===== config.mk =====
export PLATFORM = sky130hd
export DESIGN_NAME = can_fault_confinement
export DESIGN_NICKNAME = d
export VERILOG_FILES = /design/src/rtl/can_fault_confinement.v
export VERILOG_INCLUDE_DIRS = /design/src /design/src/rtl
export SDC_FILE = /design/constraint.sdc
export NUM_CORES = 1
export LEC_CHECK = 0
export ABC_AREA = 1
export BUFFER_PORTS_ARGS = -buffer_cell sky130_fd_sc_hd__buf_2
export CAP_MARGIN = 20
export CORE_ASPECT_RATIO = 2
export CORE_MARGIN = 10
export CORE_UTILIZATION = 60
export DETAILED_ROUTE_END_ITERATION = 10
export PLACE_DENSITY = 0.89
export SYNTH_ARGS = -nofsm -noshare
export SYNTH_HDL_FRONTEND = slang
export SYNTH_SLANG_ARGS = --single-unit

===== constraint.sdc =====
create_clock -name aclk -period 6.7 [get_ports aclk]
set_input_delay 1.34 -clock aclk [delete_from_list [all_inputs] [get_ports aclk]]
set_output_delay 1.34 -clock aclk [all_outputs]
set_load 0.02 [all_outputs]

===== src/rtl/fault_conf_regs.vh =====
/*
  Register offsets, thresholds and increments of the fault confinement block.
  Assumes inclusion by bare name from rtl/ design files.
*/
`ifndef FAULT_CONF_REGS_VH
`define FAULT_CONF_REGS_VH

// ----------------------------------------
// Register map (byte addresses)
// ----------------------------------------
`define FC_OFS_TALLY      8'h00
`define FC_OFS_STATE      8'h04
`define FC_OFS_CTRL       8'h08
`define FC_OFS_ERRS       8'h0C

// ----------------------------------------
// Field positions
// ----------------------------------------
`define FC_CTRL_ENABLE    0
`define FC_CTRL_WAKE      1
`define FC_TALLY_OUT_LSB  8

// ----------------------------------------
// Thresholds and increments
// ----------------------------------------
`define FC_IDLE_BITS      4'hB
`define FC_WARN_LIMIT     9'h060
`define FC_PASSIVE_LIMIT  9'h080
`define FC_BUSOFF_LIMIT   9'h100
`define FC_RECOVER_SEQS   8'h80
`define FC_STUFF_RUN      3'h6
`define FC_DOM_ACTIVE     5'h0E
`define FC_DOM_PASSIVE    5'h08
`define FC_DOM_MORE       5'h08
`define FC_INC_BIG        9'h008
`define FC_INC_ONE        9'h001

`endif


===== src/rtl/can_fault_confinement.v =====
/*
  Error detection and fault confinement of a CAN controller: error checks,
  inbound and outbound fault tallies, the confinement state machine and an
  AXI4-Lite register slave.
  Assumes a bit-timing unit supplying a one-cycle bit_tick at each sample point
  and a frame engine supplying field qualifiers, frame events and CRC bits.
*/
`timescale 1ns/1ps
`include "fault_conf_regs.vh"

module can_fault_confinement #(
  parameter RECOVER_SEQS = `FC_RECOVER_SEQS
) (
  input  wire        aclk,
  input  wire        aresetn,
  input  wire        bit_tick,
  input  wire        rx_bit,
  input  wire        tx_bit,
  input  wire        transmitting,
  input  wire        in_arbitration,
  input  wire        in_stuffed_field,
  input  wire        stuff_bit_slot,
  input  wire        fixed_bit_slot,
  input  wire        fixed_bit_value,
  input  wire        last_eof_bit,
  input  wire        ack_slot,
  input  wire        crc_bit_valid,
  input  wire        crc_check,
  input  wire        sending_flag,
  input  wire        flag_first_after,
  input  wire        flag_was_overload,
  input  wire        frame_ok,
  output reg         bus_drive_en,
  output reg         error_flag_dominant,
  output reg         error_pulse,
  input  wire [7:0]  s_axil_awaddr,
  input  wire        s_axil_awvalid,
  output wire        s_axil_awready,
  input  wire [31:0] s_axil_wdata,
  input  wire [3:0]  s_axil_wstrb,
  input  wire        s_axil_wvalid,
  output wire        s_axil_wready,
  output reg  [1:0]  s_axil_bresp,
  output reg         s_axil_bvalid,
  input  wire        s_axil_bready,
  input  wire [7:0]  s_axil_araddr,
  input  wire        s_axil_arvalid,
  output wire        s_axil_arready,
  output reg  [31:0] s_axil_rdata,
  output reg  [1:0]  s_axil_rresp,
  output reg         s_axil_rvalid,
  input  wire        s_axil_rready
);

  // ----------------------------------------
  // States, one-hot
  // ----------------------------------------
  localparam [4:0] ST_SYNC    = 5'h01;
  localparam [4:0] ST_ACTIVE  = 5'h02;
  localparam [4:0] ST_WARN    = 5'h04;
  localparam [4:0] ST_PASSIVE = 5'h08;
  localparam [4:0] ST_BUSOFF  = 5'h10;

  reg  [4:0]  state_q;
  reg  [4:0]  state_d;
  reg  [7:0]  inbound_fault_tally_q;
  reg  [7:0]  outbound_fault_tally_q;
  reg  [8:0]  in_next;
  reg  [8:0]  out_next;
  reg  [3:0]  idle_cnt_q;
  reg  [7:0]  seq_cnt_q;
  reg  [2:0]  run_cnt_q;
  reg         last_bit_q;
  reg  [14:0] crc_q;
  reg  [4:0]  dom_cnt_q;
  reg         dom_armed_q;
  reg         dom_passive_q;
  reg         flag_dom_seen_q;
  reg  [1:0]  enable_q;
  reg  [4:0]  err_seen_q;

  wire active_like = state_q[1] | state_q[2];
  wire on_bus      = active_like | state_q[3];

  // ----------------------------------------
  // Error detection
  // ----------------------------------------
  wire dom_for_rec  = ~rx_bit & tx_bit;
  wire bit_exempt   = dom_for_rec & ((sending_flag & state_q[3]) | in_arbitration | ack_slot);
  wire bit_err      = transmitting & (rx_bit != tx_bit) & ~bit_exempt & ~ack_slot;
  wire stuff_err    = in_stuffed_field & (rx_bit == last_bit_q)
                      & (run_cnt_q == (`FC_STUFF_RUN - 3'h1));
  wire form_err     = fixed_bit_slot & (rx_bit != fixed_bit_value)
                      & ~(last_eof_bit & ~transmitting & ~rx_bit);
  wire crc_err      = crc_check & ~transmitting & (crc_q != 15'h0000);
  wire ack_err      = ack_slot & transmitting & rx_bit;
  wire arb_stuff    = stuff_err & in_arbitration & transmitting & stuff_bit_slot & tx_bit & ~rx_bit;
  wire ack_exempt   = ack_err & state_q[3];
  wire other_err    = (stuff_err | form_err | crc_err | ack_err) & ~sending_flag;
  wire flag_bit_err = sending_flag & ~state_q[3] & (rx_bit != tx_bit);
  wire first_dom    = flag_first_after & ~transmitting & ~rx_bit;
  wire dom_hit      = dom_armed_q & ~rx_bit &
                      (dom_cnt_q == (dom_passive_q ? `FC_DOM_PASSIVE : `FC_DOM_ACTIVE) - 5'h01);
  wire any_err      = bit_err | other_err | flag_bit_err;

  wire crc_fb = rx_bit ^ crc_q[14];

  always @(posedge aclk) begin
    if (!aresetn) begin
      run_cnt_q       <= 3'h0;
      last_bit_q      <= 1'b1;
      crc_q           <= 15'h0000;
      dom_cnt_q       <= 5'h00;
      dom_armed_q     <= 1'b0;
      dom_passive_q   <= 1'b0;
      flag_dom_seen_q <= 1'b0;
    end else if (bit_tick) begin
      last_bit_q <= rx_bit;
      if (!in_stuffed_field || rx_bit != last_bit_q)
        run_cnt_q <= 3'h1;
      else if (run_cnt_q != `FC_STUFF_RUN)
        run_cnt_q <= run_cnt_q + 3'h1;
      // Polynomial x15+x14+x10+x8+x7+x4+x3+1
      if (!in_stuffed_field && !crc_bit_valid)
        crc_q <= 15'h0000;
      else if (crc_bit_valid)
        crc_q <= {crc_q[13:0], 1'b0} ^ (crc_fb ? 15'h4599 : 15'h0000);
      if (sending_flag && state_q[3] && !rx_bit)
        flag_dom_seen_q <= 1'b1;
      else if (!sending_flag)
        flag_dom_seen_q <= 1'b0;
      // Dominant run after a flag; counter restarts every eight more
      if (flag_first_after && !rx_bit) begin
        dom_armed_q   <= 1'b1;
        dom_passive_q <= state_q[3] & ~flag_was_overload;
        dom_cnt_q     <= 5'h01;
      end else if (dom_armed_q && !rx_bit) begin
        if (dom_hit) begin
          dom_passive_q <= 1'b1;
          dom_cnt_q     <= 5'h00;
        end else
          dom_cnt_q <= dom_cnt_q + 5'h01;
      end else begin
        dom_armed_q <= 1'b0;
        dom_cnt_q   <= 5'h00;
      end
    end
  end

  // ----------------------------------------
  // Fault tallies
  // ----------------------------------------
  always @* begin
    in_next  = {1'b0, inbound_fault_tally_q};
    out_next = {1'b0, outbound_fault_tally_q};
    if (bit_tick && on_bus) begin
      if (transmitting) begin
        if (flag_bit_err | dom_hit | bit_err)
          out_next = out_next + `FC_INC_BIG;
        else if (other_err && !arb_stuff && !(ack_exempt && !flag_dom_seen_q))
          out_next = out_next + `FC_INC_BIG;
        else if (frame_ok && out_next != 9'h000)
          out_next = out_next - `FC_INC_ONE;
      end else if (!inbound_fault_tally_q[7]) begin
        if (flag_bit_err | first_dom | dom_hit)
          in_next = in_next + `FC_INC_BIG;
        else if (other_err | bit_err)
          in_next = in_next + `FC_INC_ONE;
        else if (frame_ok && in_next != 9'h000)
          in_next = in_next - `FC_INC_ONE;
      end else if (frame_ok)
        in_next = in_next - `FC_INC_ONE;
    end
    if (in_next > 9'h0FF)
      in_next = 9'h0FF;
  end

  // ----------------------------------------
  // Confinement state machine
  // ----------------------------------------
  wire idle_done = bit_tick & rx_bit & (idle_cnt_q == `FC_IDLE_BITS - 4'h1);

  always @* begin
    state_d = state_q;
    case (state_q)
      ST_SYNC:
        if (idle_done) state_d = ST_ACTIVE;
      ST_ACTIVE, ST_WARN, ST_PASSIVE: begin
        if (out_next >= `FC_BUSOFF_LIMIT)
          state_d = ST_BUSOFF;
        else if (out_next >= `FC_PASSIVE_LIMIT || in_next >= `FC_PASSIVE_LIMIT)
          state_d = ST_PASSIVE;
        else if (out_next >= `FC_WARN_LIMIT || in_next >= `FC_WARN_LIMIT)
          state_d = ST_WARN;
        else
          state_d = ST_ACTIVE;
      end
      ST_BUSOFF:
        if (idle_done && seq_cnt_q == RECOVER_SEQS[7:0] - 8'h01)
          state_d = ST_ACTIVE;
      default: state_d = ST_SYNC;
    endcase
    if (!enable_q[0])
      state_d = ST_SYNC;
    else if (enable_q[1])
      state_d = ST_SYNC;
  end

  always @(posedge aclk) begin
    if (!aresetn) begin
      state_q                <= ST_SYNC;
      inbound_fault_tally_q  <= 8'h00;
      outbound_fault_tally_q <= 8'h00;
      idle_cnt_q             <= 4'h0;
      seq_cnt_q              <= 8'h00;
      bus_drive_en           <= 1'b0;
      error_flag_dominant    <= 1'b0;
      error_pulse            <= 1'b0;
      err_seen_q             <= 5'h00;
    end else begin
      state_q     <= state_d;
      error_pulse <= bit_tick & any_err;
      if (bit_tick)
        err_seen_q <= err_seen_q | {ack_err, crc_err, form_err, stuff_err, bit_err};
      if (state_d == ST_BUSOFF && state_q != ST_BUSOFF) begin
        inbound_fault_tally_q  <= in_next[7:0];
        outbound_fault_tally_q <= 8'hFF;
      end else if (state_q[4] && state_d[1]) begin
        inbound_fault_tally_q  <= 8'h00;
        outbound_fault_tally_q <= 8'h00;
      end else if (!state_q[0] && !state_q[4]) begin
        inbound_fault_tally_q  <= in_next[7:0];
        outbound_fault_tally_q <= out_next[7:0];
      end
      // Stale recessive count must not shorten a fresh wait
      if (!enable_q[0] || enable_q[1] || (state_d[4] && !state_q[4]))
        idle_cnt_q <= 4'h0;
      else if (bit_tick && (!rx_bit || idle_done))
        idle_cnt_q <= 4'h0;
      else if (bit_tick)
        idle_cnt_q <= idle_cnt_q + 4'h1;
      if (bit_tick) begin
        if (!state_q[4])
          seq_cnt_q <= 8'h00;
        else if (idle_done)
          seq_cnt_q <= seq_cnt_q + 8'h01;
      end
      bus_drive_en <= state_d[1] | state_d[2] | state_d[3];
      // Flag style chosen from the state before the error's own update
      if (bit_tick && any_err)
        error_flag_dominant <= active_like;
    end
  end

  // ----------------------------------------
  // Control
  // ----------------------------------------
  wire wr_fire;
  wire [31:0] wr_data;
  reg  [7:0]  aw_q;
  reg  [31:0] w_q;
  reg         aw_have_q;
  reg         w_have_q;

  always @(posedge aclk) begin
    if (!aresetn)
      enable_q <= 2'b00;
    else begin
      enable_q[1] <= 1'b0;
      // Strobe already applied when the data word was latched
      if (wr_fire && aw_q == `FC_OFS_CTRL) begin
        enable_q[0] <= wr_data[`FC_CTRL_ENABLE];
        enable_q[1] <= wr_data[`FC_CTRL_WAKE];
      end
    end
  end

  // ----------------------------------------
  // AXI4-Lite slave
  // ----------------------------------------
  // Address and data latched independently, response after both
  assign s_axil_awready = ~aw_have_q & ~s_axil_bvalid;
  assign s_axil_wready  = ~w_have_q & ~s_axil_bvalid;
  assign s_axil_arready = ~s_axil_rvalid;
  assign wr_fire        = aw_have_q & w_have_q & ~s_axil_bvalid;
  assign wr_data        = w_q;

  always @(posedge aclk) begin
    if (!aresetn) begin
      aw_q          <= 8'h00;
      w_q           <= 32'h0000_0000;
      aw_have_q     <= 1'b0;
      w_have_q      <= 1'b0;
      s_axil_bvalid <= 1'b0;
      s_axil_bresp  <= 2'b00;
      s_axil_rvalid <= 1'b0;
      s_axil_rresp  <= 2'b00;
      s_axil_rdata  <= 32'h0000_0000;
    end else begin
      if (s_axil_awvalid && s_axil_awready) begin
        aw_q      <= s_axil_awaddr;
        aw_have_q <= 1'b1;
      end
      if (s_axil_wvalid && s_axil_wready) begin
        w_q      <= s_axil_wstrb[0] ? s_axil_wdata : 32'h0000_0000;
        w_have_q <= 1'b1;
      end
      if (wr_fire) begin
        aw_have_q     <= 1'b0;
        w_have_q      <= 1'b0;
        s_axil_bvalid <= 1'b1;
        s_axil_bresp  <= (aw_q == `FC_OFS_CTRL) ? 2'b00 : 2'b10;
      end else if (s_axil_bvalid && s_axil_bready)
        s_axil_bvalid <= 1'b0;
      if (s_axil_arvalid && s_axil_arready) begin
        s_axil_rvalid <= 1'b1;
        s_axil_rresp  <= 2'b00;
        case (s_axil_araddr)
          `FC_OFS_TALLY: s_axil_rdata <= {16'h0000, outbound_fault_tally_q, inbound_fault_tally_q};
          `FC_OFS_STATE: s_axil_rdata <= {27'h0, state_q};
          `FC_OFS_CTRL:  s_axil_rdata <= {31'h0, enable_q[0]};
          `FC_OFS_ERRS:  s_axil_rdata <= {27'h0, err_seen_q};
          default: begin
            s_axil_rdata <= 32'h0000_0000;
            s_axil_rresp <= 2'b10;
          end
        endcase
      end else if (s_axil_rvalid && s_axil_rready)
        s_axil_rvalid <= 1'b0;
    end
  end

endmodule // can_fault_confinement


==> run_results.csv <==
group,metric,value,unit
sta,rsz0062_at_grt,"false",
sta,finalCriticalPeriod,3.834,ns
clock_tree,cts_setup_buffers,0,
finish,drive_gt1_frac,0.1738,
sta,slew_headroom,0.3643,
sta,slew_viol_final,0,
synthesis,synthMuxAreaShare,0,
critical_path,r2r_slack,3.70,ns
global_routing,grt_pass1_wl,25760,um
sta,tns,0,ns
sta,fmax,260.8,MHz
synthesis,yosysMostFrequentCell,"nand2_1",
synthesis,ys.flop_type,"dfxtp_1",
critical_path,critical_path.max_fanout,16,
die,die_x,90.50,um
sta,worst_pin_slew,0.9500,ns
clock_tree,clk_path_buf_depth,2,
critical_path,worstPathArrival,4.07,ns
synthesis,ys_ff_latch,102,
clock_tree,cts_htree_levels,3,
placement,dp_hpwl,11510,um
job,maxCapViolCount,0,
global_routing,grt_max_degree,35,
routing,wl_per_cell,14.84,um
critical_path,cp-start-kind,"primary input",
clock_tree,cts_num_sinks,102,
synthesis,synth_top_family_by_area,"simple AND/OR/NAND/NOR gates",
die,die_area,14570,um^2
run_status,outcome,"finished clean",
clock_tree,cts_resized,0,
routing,drc,0,
global_routing,antenna_found_initial,0,
die,die_h,161,um
die,io_pins,120,
synthesis,synthSimpleGateAreaFrac,0.3216,
routing,vias_per_cell,5.604,
routing,ant_nets,0,
placement,finalWeightedCongestion,0.9423,
critical_path,critical_path.endpoint,"outbound_fault_tally_q[4]",
synthesis,seq_area_frac_synth,0.3424,
synthesis,yosysTopAreaCell,"dfxtp_1",
synthesis,async_flop_share,0,
clock_tree,clk_latency,0.35,ns
sta,min_period_over_period,0.5722,
routing,drt_iter0_drc,390,
synthesis,yosysWarnings,0,
synthesis,synth_xor_area_frac,0.03524,
synthesis,syn_inst,856,
die,num_rows,51,
synthesis,synth_adder_area_share,0.03356,
routing,routed_wl,15540,um
critical_path,critPathRequiredTime,6.93,ns
min_path,min_path_type,"reg2reg",
finish,antenna_cells,0,
global_routing,overflow,0,
sta,hold_violations,0,
clock_tree,cts_buffers,9,
synthesis,synth_area_leaders,"dfxtp_1 (34%), nand2_1 (11%), a21oi_1 (6.6%), nor2_1 (5.7%), inv_1 (4.8%)",
clock_tree,clockRootBuffer,"clkbuf_16",
placement,io_buffers,68,
synthesis,synth_compound_area_frac,0.1626,
global_routing,grt_pass1_vias,5700,
routing,vias,5867,
critical_path,startpoint,"rx_bit",
routing,firstDrtPassIters,7,
power,ir_worst_vdd,0.0001674,V
synthesis,yosysUniqueCellTypes,48,
sta,finClkSkew,0.006783,ns
synthesis,syn-cell-area,5964,um^2
power,p_leak,2.786,nW
critical_path,reg2reg_from,"state_q[4]",
synthesis,synth_area_per_cell,6.968,um^2
synthesis,synth_top_area_frac,0.3424,
synthesis,synth_edf_count,0,
power,power-per-cell-area,198.9,nW/um^2
critical_path,setup.worst_path.end_class,"register",
finish,synthToLayoutAreaGrowth,10.28,%
clock_tree,clk_pin_slew,0.07,ns
sta,setup_viol,0,
clock_tree,cts_hold_buffers,0,
finish,nets,1002,
synthesis,synthTopCellsByCount,"nand2_1 (180), dfxtp_1 (102), nor2_1 (91)",
critical_path,crit_type,"in2reg",
die,start_util,0.6109,
die,coreArea,9763,um^2
critical_path,reg2regPathDepth,11,
global_routing,grt_usage,0.2090,
critical_path,r2r_end,"outbound_fault_tally_q[2]",
sta,holdWs,0.4517,ns
clock_tree,tritoncts,"yes",
## sequential cells by signal, summed over array words and instances (netlist names), 2 cells and up
name and cells:
aw_q 8, err_seen_q 5, s_axil_rdata 16, w_q 2, idle_cnt_q 4, outbound_fault_tally_q 8, inbound_fault_tally_q 8, run_cnt_q 3
seq_cnt_q 8, enable_q 2, crc_q 15, dom_cnt_q 5, state_q 5
## cell families (layout without fill, tap and decap cells)
logic type               count (synthesis)  after routing
other                                    1             18
AND/OR/NAND/NOR                        404            404
AO/OA/AOI/OAI                          170            170
adder cells (fa/ha/maj)                 16             16
buffers and inverters                  139            181
XOR/XNOR                                24             24
flip-flops                             102            102
## worst max-delay path, stage by stage
cell and delay [ns]:
buf_2 0.20, inv_1 0.14, ha_1 0.31, inv_1 0.08, nand3_1 0.07, a21oi_1 0.44
inv_2 0.15, nand2_4 0.15, nand2_1 0.06, nand3_1 0.06, nand2_1 0.05, nand2_1 0.06
nand2_1 0.10, nor2_4 0.15, nand4_2 0.10, nand2_2 0.10, nand3_4 0.25, nand3_1 0.17
a21oi_1 0.08
## routing by layer
| layer | track usage | routed length, um | vias up |
|---|---|---|---|
| met5 | 0 | 0 | - |
| met4 | 0.1033 | 546 | 0 |
| met3 | 0.03714 | 779 | 52 |
| met2 | 0.4015 | 8494 | 206 |
| met1 | 0.2060 | 5721 | 2717 |
| li1 | - | - | 2892 |
## layout make-up
class / count / area [um^2]
clock buffer: 9 / 225.2
clock inverter: 7 / 57.56
fill: 831 / 3186
inverter: 94 / 352.8
multi-input combinational: 632 / 3372
sequential: 102 / 2042
tap: 132 / 165.2
timing repair buffer: 71 / 362.8
## where the power goes
| part | switching (mW) | total (mW) | internal [mW] |
|---|---|---|---|
| combinational | 0.115 | 0.165 | 0.0505 |
| clock | 0.248 | 0.504 | 0.257 |
| sequential | 0.0121 | 0.639 | 0.627 |
## through the flow
step | cells | worst slack, ns | power, mW | cell area, um^2 | util
finish | 1047 | 2.866 | 1.308 | 6578 | 0.6737
global route | 1047 | 2.625 | 1.352 | 6578 | 0.6737
CTS | 1046 | 2.909 | 1.308 | 6570 | 0.6729
detailed placement | 1030 | 2.540 | 0.8142 | 6287 | 0.6440
global placement | 1030 | 2.625 | 0.8101 | 6287 | 0.6440
floorplan | 873 | 3.337 | 0.7734 | 6028 | -
## worst min-delay path by stage
stage / start / to / cells after the start
6_report: seq_cnt_q[5] / seq_cnt_q[5] / 1
5_1_grt: seq_cnt_q[5] / seq_cnt_q[5] / 1
4_1_cts: seq_cnt_q[5] / seq_cnt_q[5] / 1
3_5_place_dp: seq_cnt_q[7] / seq_cnt_q[7] / 1
3_3_place_gp: seq_cnt_q[6] / seq_cnt_q[6] / 1
2_1_floorplan: w_q[1] / enable_q[1] / 2
## layout by cell type, fill, tap and decap left out, types with 6 or more instances in the layout
cell type,Yosys,layout
nand2_1,180,180
dfxtp_1,102,102
nor2_1,91,91
a21oi_1,79,79
inv_1,77,76
buf_2,4,68
o21ai_0,52,52
nand3_1,50,50
xor2_1,19,19
nor3_1,18,18
conb_1,1,18
ha_1,16,16
inv_2,14,15
nand3_2,11,11
nand4_1,9,9
a21oi_2,9,9
clkbuf_16,0,9
nor2_2,7,7
nor4_1,8,7
nand2_2,6,6
or2_2,6,6
No activity file was read; power rests on OpenSTA's default activity.
